## config.mk

```make
export PLATFORM = sky130hd
export DESIGN_NAME = host_command_port
export DESIGN_NICKNAME = d
export VERILOG_FILES = /design/src/codec_cmd_pkg.sv /design/src/coeff_word_ram.sv /design/src/host_command_port.sv
export SDC_FILE = /design/constraint.sdc
export NUM_CORES = 1
export LEC_CHECK = 0
export BUFFER_PORTS_ARGS = -buffer_cell sky130_fd_sc_hd__buf_2
export CORE_ASPECT_RATIO = 1.4
export CORE_MARGIN = 2
export CORE_UTILIZATION = 56
export DETAILED_ROUTE_END_ITERATION = 12
export GPL_TIMING_DRIVEN = 0
export HOLD_SLACK_MARGIN = 0.15
export PLACE_DENSITY = 0.75
export SLEW_MARGIN = 20
export SYNTH_ARGS = -nofsm -noshare
export SYNTH_HDL_FRONTEND = slang
export SYNTH_SLANG_ARGS = --single-unit
```

## constraint.sdc

```tcl
create_clock -name clock -period 3.6 [get_ports clock]
set_input_delay 0.18 -clock clock [delete_from_list [all_inputs] [get_ports clock]]
set_output_delay 0.18 -clock clock [all_outputs]
set_load 0.1 [all_outputs]
```

## src/codec_cmd_pkg.sv

```systemverilog
/*
  Shared constants for the host command interpreter and its coefficient store.
  Assumes one 10 MHz clock domain; nothing here holds state.
*/
package codec_cmd_pkg;
  // Byte and word geometry
  localparam int BYTE_W    = 8;
  localparam int ADDR_W    = 5;
  localparam int WORD_W    = 14;
  localparam int XFER_W    = 16;
  localparam int DROP_BITS = 2;
  localparam int COUNT_W   = 4;
  // Command byte layout
  localparam int CMD_RW_BIT  = 7;
  localparam int CMD_TYPE_HI = 6;
  localparam int CMD_TYPE_LO = 5;
  localparam logic [1:0] TYPE_LOCAL  = 2'h0;
  localparam logic [1:0] TYPE_GLOBAL = 2'h1;
  localparam logic [1:0] TYPE_BAD    = 2'h2;
  localparam logic [1:0] TYPE_COEFF  = 2'h3;
  // Register walk: low address bits give the number of extra registers
  localparam int WALK_HI = 1;
  // Coefficient store
  localparam int CHANNELS    = 4;
  localparam int BLOCK_W     = 3;
  localparam int WORD_SEL_W  = 3;
  localparam int COEFF_AW    = 6;
  localparam int COEFF_WORDS = 40;
  localparam int BLOCK_COUNT = 5;
  localparam int TONE_AW     = 2;
  localparam int TONE_WORDS  = 4;
  localparam logic [COEFF_AW-1:0] TONE_FIRST = 6'h14;
  localparam logic [COUNT_W-1:0]  BLOCK_WORDS = 4'h8;
  // Global registers handled here
  localparam logic [ADDR_W-1:0] ADDR_VERSION   = 5'h00;
  localparam logic [ADDR_W-1:0] ADDR_CH_ENABLE = 5'h05;
  localparam logic [BYTE_W-1:0] CH_ENABLE_RESET = 8'h02;
  localparam int CE_LO  = 4;
  localparam int SEL_HI = 3;
  // Arbitrary identification values, not tied to any product
  localparam logic [BYTE_W-1:0] ID_CODE_DEFAULT = 8'h5a;
  localparam logic [BYTE_W-1:0] VERSION_DEFAULT = 8'h01;

  typedef enum logic [4:0] {
    ST_IDLE  = 5'b00001,
    ST_CMD   = 5'b00010,
    ST_WRITE = 5'b00100,
    ST_READ  = 5'b01000,
    ST_HOLD  = 5'b10000
  } state_t;
endpackage

```

## src/coeff_word_ram.sv

```systemverilog
/*
  Small coefficient word memory with one write port and a registered read.
  Assumes the caller keeps addresses inside DEPTH; contents survive reset.
*/
`timescale 1ns/1ps
module coeff_word_ram #(
  parameter int DEPTH = 8,
  parameter int AW    = 3,
  parameter int DW    = 14
) (
  input  wire logic          clock,
  input  wire logic          wr_en,
  input  wire logic [AW-1:0] wr_addr,
  input  wire logic [DW-1:0] wr_data,
  input  wire logic [AW-1:0] rd_addr,
  output logic      [DW-1:0] rd_data
);
  logic [DW-1:0] mem [DEPTH];

  // No reset: coefficients must outlive every kind of reset
  always_ff @(posedge clock) begin
    if (wr_en) begin
      mem[wr_addr] <= wr_data;
    end
  end

  // Read data always from a flop, one cycle behind the address
  always_ff @(posedge clock) begin
    rd_data <= mem[rd_addr];
  end
endmodule

```

## src/host_command_port.sv

```systemverilog
/*
  Host command interpreter: decodes command bytes, walks registers and
  coefficient blocks, and returns read bytes behind an identification byte.
  Assumes a byte shifter on the same clock delivers rx bytes and takes tx
  bytes; chip select is a raw pin and is synchronised here.
*/
// Functional notes
// - Global commands need no channel selection.
// - Global walks descend like local walks; chip select rise ends them.
// - Coefficient store is 40 words, 5 blocks of 8, 14 bits each.
// - Block 1 words 0-7 impedance match; block 2 words 8-15 echo cancel.
// - Block 3 words 16-19 scaling gain, words 20-23 tone.
// - Block 4 words 24-30 transmit response, word 31 transmit gain.
// - Block 5 words 32-38 receive response, word 39 receive gain.
// - Non-tone words shared by all channels; tone words stored per channel.
// - Written word arrives as two bytes MSB first; two lowest bits dropped.
// - Read word goes out as 16 bits MSB first; lowest two meaningless.
// - Coefficient address selects block; words stepped highest to lowest, all 8.
// - Chip select rise aborts current word; completed words kept.
// - Local write at address 1 takes two bytes: register two, then one.
// - Local read at address 1 returns ID, register two, register one.
// - Global write 1010,0000 addresses version register, one data byte.
// - Global read 0010,0000 returns ID then version register.
// - Coefficient write 1110,0000 takes 16 bytes, word 8 down to 1.
// - Coefficient write with address 00010 selects block 3, enabled channel tones.
// - Bit 7 write/read; bits 6:5 local, global, coefficient; 10 refused.
// - Channel-enable bits map to channels 4 down to 1, each a target.
// - Every read first sends the identification byte.
`timescale 1ns/1ps
module host_command_port
  import codec_cmd_pkg::*;
#(
  parameter logic [codec_cmd_pkg::BYTE_W-1:0] ID_CODE = codec_cmd_pkg::ID_CODE_DEFAULT,
  parameter logic [codec_cmd_pkg::BYTE_W-1:0] VERSION = codec_cmd_pkg::VERSION_DEFAULT
) (
  input  wire logic                                   clock,
  input  wire logic                                   arst_n,
  input  wire logic                                   cs_n,
  input  wire logic                                   rx_valid,
  input  wire logic [codec_cmd_pkg::BYTE_W-1:0]       rx_data,
  input  wire logic                                   tx_take,
  output logic      [codec_cmd_pkg::BYTE_W-1:0]       tx_data,
  output logic                                        tx_valid,
  output logic                                        reg_wr,
  output logic                                        reg_wr_global,
  output logic      [codec_cmd_pkg::ADDR_W-1:0]       reg_wr_addr,
  output logic      [codec_cmd_pkg::BYTE_W-1:0]       reg_wdata,
  output logic                                        reg_rd,
  output logic                                        reg_rd_global,
  output logic      [codec_cmd_pkg::ADDR_W-1:0]       reg_rd_addr,
  input  wire logic [codec_cmd_pkg::BYTE_W-1:0]       reg_rdata,
  output logic      [codec_cmd_pkg::CHANNELS-1:0]     chan_enable,
  output logic      [codec_cmd_pkg::SEL_HI:0]         clock_select
);
  import codec_cmd_pkg::*;

  state_t                state_reg;
  logic                  cs_meta_reg;
  logic                  cs_sync_reg;
  logic                  is_write_reg;
  logic [1:0]            type_reg;
  logic [ADDR_W-1:0]     addr_reg;
  logic [BLOCK_W-1:0]    block_reg;
  logic [COUNT_W-1:0]    left_reg;
  logic                  half_reg;
  logic [BYTE_W-1:0]     hi_byte_reg;
  logic [BYTE_W-1:0]     ch_enable_reg;
  logic [BYTE_W-1:0]     tx_data_reg;
  logic                  tx_valid_reg;
  logic                  reg_wr_reg;
  logic                  reg_wr_global_reg;
  logic [ADDR_W-1:0]     reg_wr_addr_reg;
  logic [BYTE_W-1:0]     reg_wdata_reg;

  logic                  rx_take;
  logic                  tx_step;
  logic                  is_coeff;
  logic                  is_global;
  logic                  walk_left;
  logic                  cmd_bad;
  logic [WORD_SEL_W-1:0] word_off;
  logic [COEFF_AW-1:0]   coeff_word;
  logic                  is_tone;
  logic [TONE_AW-1:0]    tone_idx;
  logic                  wr_word;
  logic [WORD_W-1:0]     wr_word_data;
  logic [XFER_W-1:0]     wr_pair;
  logic [WORD_W-1:0]     shared_rd;
  logic [WORD_W-1:0]     tone_rd [CHANNELS];
  logic [WORD_W-1:0]     rd_word;
  logic [XFER_W-1:0]     rd_bytes;
  logic [BYTE_W-1:0]     reg_value;
  logic [CHANNELS-1:0]   ce_bits;
  logic [1:0]            read_chan;

  // Lowest enabled channel; reads never address several channels at once
  function automatic logic [1:0] first_channel(input logic [CHANNELS-1:0] ce);
    logic [1:0] pick;
    pick = 2'h0;
    for (int i = CHANNELS - 1; i >= 0; i--) begin
      if (ce[i]) begin
        pick = 2'(i);
      end
    end
    return pick;
  endfunction

  // Two flops on the chip select pin before anything looks at it
  always_ff @(posedge clock or negedge arst_n) begin
    if (!arst_n) begin
      cs_meta_reg <= 1'b1;
      cs_sync_reg <= 1'b1;
    end else begin
      cs_meta_reg <= cs_n;
      cs_sync_reg <= cs_meta_reg;
    end
  end

  // Bytes count only inside a frame
  assign rx_take   = rx_valid && !cs_sync_reg;
  assign tx_step   = tx_take && tx_valid_reg && state_reg == ST_READ;
  assign is_coeff  = type_reg == TYPE_COEFF;
  assign is_global = type_reg == TYPE_GLOBAL;
  assign walk_left = left_reg != '0;
  assign cmd_bad   = rx_data[CMD_TYPE_HI:CMD_TYPE_LO] == TYPE_BAD;

  // Current coefficient word: block base plus countdown offset
  assign word_off   = WORD_SEL_W'(left_reg - 1'b1);
  assign coeff_word = {block_reg, word_off};
  assign is_tone    = coeff_word >= TONE_FIRST
                      && coeff_word < TONE_FIRST + COEFF_AW'(TONE_WORDS);
  assign tone_idx   = TONE_AW'(coeff_word - TONE_FIRST);
  assign ce_bits    = ch_enable_reg[BYTE_W-1:CE_LO];
  assign read_chan  = first_channel(ce_bits);

  // A word is committed only when its low byte lands
  assign wr_word      = state_reg == ST_WRITE && rx_take && is_coeff && half_reg;
  assign wr_pair      = {hi_byte_reg, rx_data};
  assign wr_word_data = wr_pair[XFER_W-1:DROP_BITS];

  // Shared copy of filter and gain words
  coeff_word_ram #(
    .DEPTH (COEFF_WORDS),
    .AW    (COEFF_AW),
    .DW    (WORD_W)
  ) shared_ram (
    .clock   (clock),
    .wr_en   (wr_word && !is_tone),
    .wr_addr (coeff_word),
    .wr_data (wr_word_data),
    .rd_addr (coeff_word),
    .rd_data (shared_rd)
  );

  // Tone words kept once per channel; writes reach every enabled channel
  for (genvar ch = 0; ch < CHANNELS; ch++) begin : g_tone
    coeff_word_ram #(
      .DEPTH (TONE_WORDS),
      .AW    (TONE_AW),
      .DW    (WORD_W)
    ) tone_ram (
      .clock   (clock),
      .wr_en   (wr_word && is_tone && ce_bits[ch]),
      .wr_addr (tone_idx),
      .wr_data (wr_word_data),
      .rd_addr (tone_idx),
      .rd_data (tone_rd[ch])
    );
  end

  // Read word padded back to 16 bits; low two bits carry nothing
  assign rd_word  = is_tone ? tone_rd[read_chan] : shared_rd;
  assign rd_bytes = {rd_word, {DROP_BITS{1'b0}}};

  // Register read source; version and channel enable live here
  always_comb begin
    reg_value = reg_rdata;
    if (is_global && addr_reg == ADDR_VERSION) begin
      reg_value = VERSION;
    end else if (is_global && addr_reg == ADDR_CH_ENABLE) begin
      reg_value = ch_enable_reg;
    end
  end

  // Sequencer: command, then write walk or read walk, abort on select rise
  always_ff @(posedge clock or negedge arst_n) begin
    if (!arst_n) begin
      state_reg <= ST_IDLE;
    end else if (cs_sync_reg) begin
      state_reg <= ST_IDLE;
    end else begin
      case (state_reg)
        ST_IDLE: begin
          state_reg <= ST_CMD;
        end
        ST_CMD: begin
          if (rx_take) begin
            if (cmd_bad) begin
              state_reg <= ST_HOLD;
            end else if (rx_data[CMD_TYPE_HI:CMD_TYPE_LO] == TYPE_COEFF
                         && rx_data[BLOCK_W-1:0] >= BLOCK_W'(BLOCK_COUNT)) begin
              state_reg <= ST_HOLD;
            end else if (rx_data[ADDR_W-1:BLOCK_W] != '0
                         && rx_data[CMD_TYPE_HI:CMD_TYPE_LO] == TYPE_COEFF) begin
              state_reg <= ST_HOLD;
            end else if (rx_data[CMD_RW_BIT]) begin
              state_reg <= ST_WRITE;
            end else begin
              state_reg <= ST_READ;
            end
          end
        end
        ST_WRITE: begin
          if (rx_take && left_reg == 4'h1 && (!is_coeff || half_reg)) begin
            state_reg <= ST_HOLD;
          end
        end
        ST_READ: begin
          if (tx_step && !walk_left && !half_reg) begin
            state_reg <= ST_HOLD;
          end
        end
        ST_HOLD: begin
          state_reg <= ST_HOLD; // Extra bytes ignored until deselect
        end
        default: begin
          state_reg <= ST_IDLE;
        end
      endcase
    end
  end

  // Command fields and walk counters
  always_ff @(posedge clock or negedge arst_n) begin
    if (!arst_n) begin
      is_write_reg <= 1'b0;
      type_reg     <= TYPE_LOCAL;
      addr_reg     <= '0;
      block_reg    <= '0;
      left_reg     <= '0;
      half_reg     <= 1'b0;
      hi_byte_reg  <= '0;
    end else if (cs_sync_reg) begin
      half_reg <= 1'b0;
      left_reg <= '0;
    end else if (state_reg == ST_CMD && rx_take) begin
      is_write_reg <= rx_data[CMD_RW_BIT];
      type_reg     <= rx_data[CMD_TYPE_HI:CMD_TYPE_LO];
      addr_reg     <= rx_data[ADDR_W-1:0];
      block_reg    <= rx_data[BLOCK_W-1:0];
      half_reg     <= 1'b0;
      if (rx_data[CMD_TYPE_HI:CMD_TYPE_LO] == TYPE_COEFF) begin
        left_reg <= BLOCK_WORDS;
      end else begin
        left_reg <= COUNT_W'(rx_data[WALK_HI:0]) + 1'b1;
      end
    end else if (state_reg == ST_WRITE && rx_take) begin
      if (is_coeff && !half_reg) begin
        hi_byte_reg <= rx_data;
        half_reg    <= 1'b1;
      end else begin
        half_reg <= 1'b0;
        left_reg <= left_reg - 1'b1;
        addr_reg <= addr_reg - 1'b1;
      end
    end else if (tx_step && is_coeff) begin
      if (half_reg) begin
        half_reg <= 1'b0;
        left_reg <= left_reg - 1'b1;
      end else if (walk_left) begin
        half_reg <= 1'b1;
      end
    end else if (tx_step && walk_left) begin
      left_reg <= left_reg - 1'b1;
      addr_reg <= addr_reg - 1'b1;
    end
  end

  // Transmit byte: ID first, then register bytes or word halves
  always_ff @(posedge clock or negedge arst_n) begin
    if (!arst_n) begin
      tx_data_reg  <= '0;
      tx_valid_reg <= 1'b0;
    end else if (cs_sync_reg) begin
      tx_valid_reg <= 1'b0;
    end else if (state_reg == ST_CMD && rx_take) begin
      tx_data_reg  <= ID_CODE;
      tx_valid_reg <= !rx_data[CMD_RW_BIT] && !cmd_bad;
    end else if (tx_step) begin
      if (is_coeff && half_reg) begin
        tx_data_reg <= rd_bytes[BYTE_W-1:0];
      end else if (is_coeff && walk_left) begin
        tx_data_reg <= rd_bytes[XFER_W-1:BYTE_W];
      end else if (!is_coeff && walk_left) begin
        tx_data_reg <= reg_value;
      end else begin
        tx_valid_reg <= 1'b0;
      end
    end
  end

  assign tx_data  = tx_data_reg;
  assign tx_valid = tx_valid_reg;

  // Register read strobe sits on the take that loads the byte
  assign reg_rd        = tx_step && !is_coeff && walk_left;
  assign reg_rd_global = is_global;
  assign reg_rd_addr   = addr_reg;

  // Register write strobe, registered; version writes do nothing
  always_ff @(posedge clock or negedge arst_n) begin
    if (!arst_n) begin
      reg_wr_reg        <= 1'b0;
      reg_wr_global_reg <= 1'b0;
      reg_wr_addr_reg   <= '0;
      reg_wdata_reg     <= '0;
    end else begin
      reg_wr_reg <= state_reg == ST_WRITE && rx_take && !is_coeff
                    && !cs_sync_reg
                    && !(is_global && addr_reg == ADDR_VERSION);
      reg_wr_global_reg <= is_global;
      reg_wr_addr_reg   <= addr_reg;
      reg_wdata_reg     <= rx_data;
    end
  end

  assign reg_wr        = reg_wr_reg;
  assign reg_wr_global = reg_wr_global_reg;
  assign reg_wr_addr   = reg_wr_addr_reg;
  assign reg_wdata     = reg_wdata_reg;

  // Channel enable and clock select register, global so no channel needed
  always_ff @(posedge clock or negedge arst_n) begin
    if (!arst_n) begin
      ch_enable_reg <= CH_ENABLE_RESET;
    end else if (state_reg == ST_WRITE && rx_take && is_global
                 && addr_reg == ADDR_CH_ENABLE) begin
      ch_enable_reg <= rx_data;
    end
  end

  // Local writes fan out to every enabled channel
  assign chan_enable  = ce_bits;
  assign clock_select = ch_enable_reg[SEL_HI:0];
endmodule

```

==> flow_summary_export.csv <==
group,metric,value,unit
power_and_ir_drop,peakVddDrop,0.000638,V
final_layout,largest_reg_flops,560,
critical_path,cp-start-kind,"register",
critical_path,cp.required,4.12,ns
global_routing,grt_use_total,0.316,
critical_path,criticalPathCategory,"register to register",
logic_synthesis,netlist_area,35000,µm²
routing,drc,0,
global_routing,use_met2,0.530,
final_layout,fill_cells,4082,
critical_path,end_kind,"register",
place,hpwl,64.3,mm
global_routing,grt_pass1_wl,143,mm
sta,hold_violations,0,
clock_tree,cts_tree,"yes",
clock_tree,cts_max_path_buffers,3,
global_routing,grt.busiest_layer,"met2",
logic_synthesis,synth_top_cells_by_area,"edfxtp_1 67%, mux4_2 8.4%, dfrtp_1 4.1%",
clock_tree,path_clk_slew,0.07,ns
min_path,hold_class,"input port to async pin",
routing,post_drt_wl_per_cell,31.6,µm
final_layout,drive_gt1_frac,0.258,
routing,via_per_inst,6.43,
die,die_h,300,µm
logic_synthesis,yosys_warnings,0,
place,placed_cell_area,37000,µm²
logic_synthesis,synthCells,2019,
logic_synthesis,synth_top_area_cell,"edfxtp_1",
final_layout,largest_register,"shared_ram.mem",
clock_tree,clk_latency,0.66,ns
logic_synthesis,ys_ff_latch,916,
die,die_w,215,µm
routing,drtIter0Drc,2835,
sta,period_minus_slack,3.61,ns
critical_path,arrival,4.13,ns
run_status,violations,"setup timing",
global_routing,antenna_found_initial,3,
die,start_util,0.565,
power_and_ir_drop,power,28500,µW
power_and_ir_drop,p_per_area,688,nW/µm²
global_routing,overflow,0,
sta,tightest_slew,1.04,ns
final_layout,area_delta_synth_final,18.3,%
power_and_ir_drop,clkPwrFrac,0.306,
power_and_ir_drop,switchingPower,9600,µW
final_layout,reg_top3,"shared_ram.mem x560, g_tone.tone_ram.mem x224, g_tone.tone_ram.rd_data x56",
logic_synthesis,synthArstFlopShare,0.0677,
sta,final.period_utilization,1.00,
final_layout,num_antenna_cells,0,
sta,finalSetupViolCount,1,
power_and_ir_drop,p_comb_frac,0.274,
sta,fin_skew,0.0331,ns
power_and_ir_drop,p_int,18900,µW
sta,finalMaxSlewViolations,0,
logic_synthesis,synth-edff-count,784,
power_and_ir_drop,power_leakage,0.0133,µW
global_routing,met1_usage,0.373,
sta,relSlewSlack,0.305,
final_layout,post-route-util,0.669,
final_layout,finalInstanceArea,41400,µm²
logic_synthesis,synthFlopType,"edfxtp_1",
die,coreArea,61900,µm²
global_routing,grt_util_met3,0.0496,
logic_synthesis,synth_most_common_cell,"edfxtp_1",
clock_tree,cts_made_buffers,83,
critical_path,critPathMaxFanout,11,
clock_tree,htreeDepth,3,
place,portBuffers,59,
routing,final_antenna_net_count,0,
power_and_ir_drop,p_seq_frac,0.420,
die,die_area,64500,µm²
logic_synthesis,syn_area_per_cell,17.3,µm²
die,io_pins,60,
place,gp_congestion,1.01,
logic_synthesis,netlist_top_cells_count,"784 x edfxtp_1, 238 x nand2_1, 131 x mux4_2",
global_routing,grt_max_degree,63,
sta,fmax,277,MHz
run_status,outcome,"finished, violations left",
logic_synthesis,yosys.area.top_type_share,0.673,
routing,drt_wl_total,101,mm
sta,whs,0.157,ns
power_and_ir_drop,sw_frac_of_total,0.337,
sta,worst_slack,-0.00531,ns
routing,vias,20600,
logic_synthesis,ys_seq_area_frac,0.757,
routing,dr.pass1.iters,9,
sta,rsz0062_at_grt,"true",
flow_run,maxCapViolCount,0,
clock_tree,root_buffer,"clkbuf_16",
final_layout,nets,2338,
global_routing,first_global_vias,20400,
logic_synthesis,ys_types,73,
place,detailedPlace.worstSlack,-2.21,ns
die,fp-row-count,108,
clock_tree,cts_num_sinks,916,
-- cells in the final DEF, fill, tap and decap left out, types with 9 or more instances in the layout --
cell type and count:
dfxtp_1 70, dlygate4sd3_1 20, nand4_1 15, a222oi_1 9
a31oi_1 26, clkbuf_8 13, mux2i_1 52, edfxtp_1 784
nand2_1 227, nor3_1 14, clkbuf_1 48, nor2_1 48
nand3_1 71, mux2_2 30, buf_12 51, a21oi_1 41
o211ai_1 15, buf_6 12, clkbuf_16 85, dfrtp_1 49
clkbuf_4 10, clkbuf_2 13, clkinv_2 10, a22oi_1 12
inv_1 15, dfrtp_2 9, conb_1 56, clkinv_1 11
and3_4 16, mux4_2 131, buf_2 76, o21ai_0 51
nor2_4 36, buf_4 37
-- worst paths after layout --
check,start,end,slack (ns),cells after the start
setup reg to reg,left_reg[0],shared_ram.rd_data[13],-0.005,12
max in group asynchronous,arst_n,left_reg[0],2.87,2
min in group clock,cs_n,cs_meta_reg,0.20,2
hold / removal,arst_n,tx_data[7],0.16,2
setup / recovery,left_reg[0],shared_ram.rd_data[13],-0.005,12
hold reg to reg,cs_meta_reg,cs_sync_reg,0.36,0
-- metrics by stage --
step	instances	TNS, ns
2_1_floorplan	2074	0
3_3_place_gp	2958	-1526.64
3_5_place_dp	2967	-1529.95
4_1_cts	3196	0
5_1_grt	3199	-4.22
6_report	3199	-0.00531
-- kinds of logic after synthesis --
kind of cell	Yosys count	share of synthesized area
AOI/OAI and AO/OA	231	0.0436
xor gates and xnor gates	5	0.00125
adders and majority gates	9	0.00322
buffers and inverters	132	0.0172
DFF	916	0.757
muxes	216	0.110
other	1	0.000107
and+or+nand+nor	509	0.0676
-- power by group through the flow --
stage,Sequential [µW],Combinational [µW],Clock (µW)
detailed placement,12200,7000,0
CTS,12000,7490,8800
floorplan,12700,3600,0
global placement,12200,6930,0
finish,12000,7800,8730
global route,12000,7960,9200
-- layout make-up --
| type | count | area (µm²) | share of cell area |
|---|---|---|---|
| plain buffers | 115 | 820 | 0.0198 |
| clock buffers | 110 | 2260 | 0.0546 |
| clock inverters | 41 | 402 | 0.00970 |
| inverters | 15 | 56.3 | 0.00136 |
| multi-input cells | 1033 | 8700 | 0.210 |
| flip-flops and latches | 916 | 26500 | 0.640 |
| well taps | 825 | 1030 | 0.0249 |
| repair buffers | 144 | 1620 | 0.0392 |
-- worst max-delay path, cell delays in order (launching register included) --
cell and delay (ns):
dfrtp_2 0.49, buf_12 0.19, buf_12 0.18, inv_1 0.16
clkbuf_8 0.21, ha_2 0.18, buf_6 0.18, xor2_2 0.18
buf_6 0.19, buf_6 0.25, mux2i_1 0.49, o22ai_1 0.24
or3_1 0.48
-- what timing repair did --
action,in CTS,in global routing
setup endpoints to repair,818,745
pin swaps,40,4
setup buffers,55,1
hold endpoints to repair,168,0
gates resized for setup,170,30
cloned,5,2
hold buffers,20,0
-- per-layer routing --
layer | part of all wire | routed length (µm) | vias to the layer above
met5 | 0.00013 | 13 | -
li1 | - | - | 8474
met3 | 0.080 | 8120 | 343
met1 | 0.34 | 34100 | 10400
met4 | 0.084 | 8530 | 2
met2 | 0.50 | 50400 | 1301
Note: power is estimated with default switching activity, not from simulation.
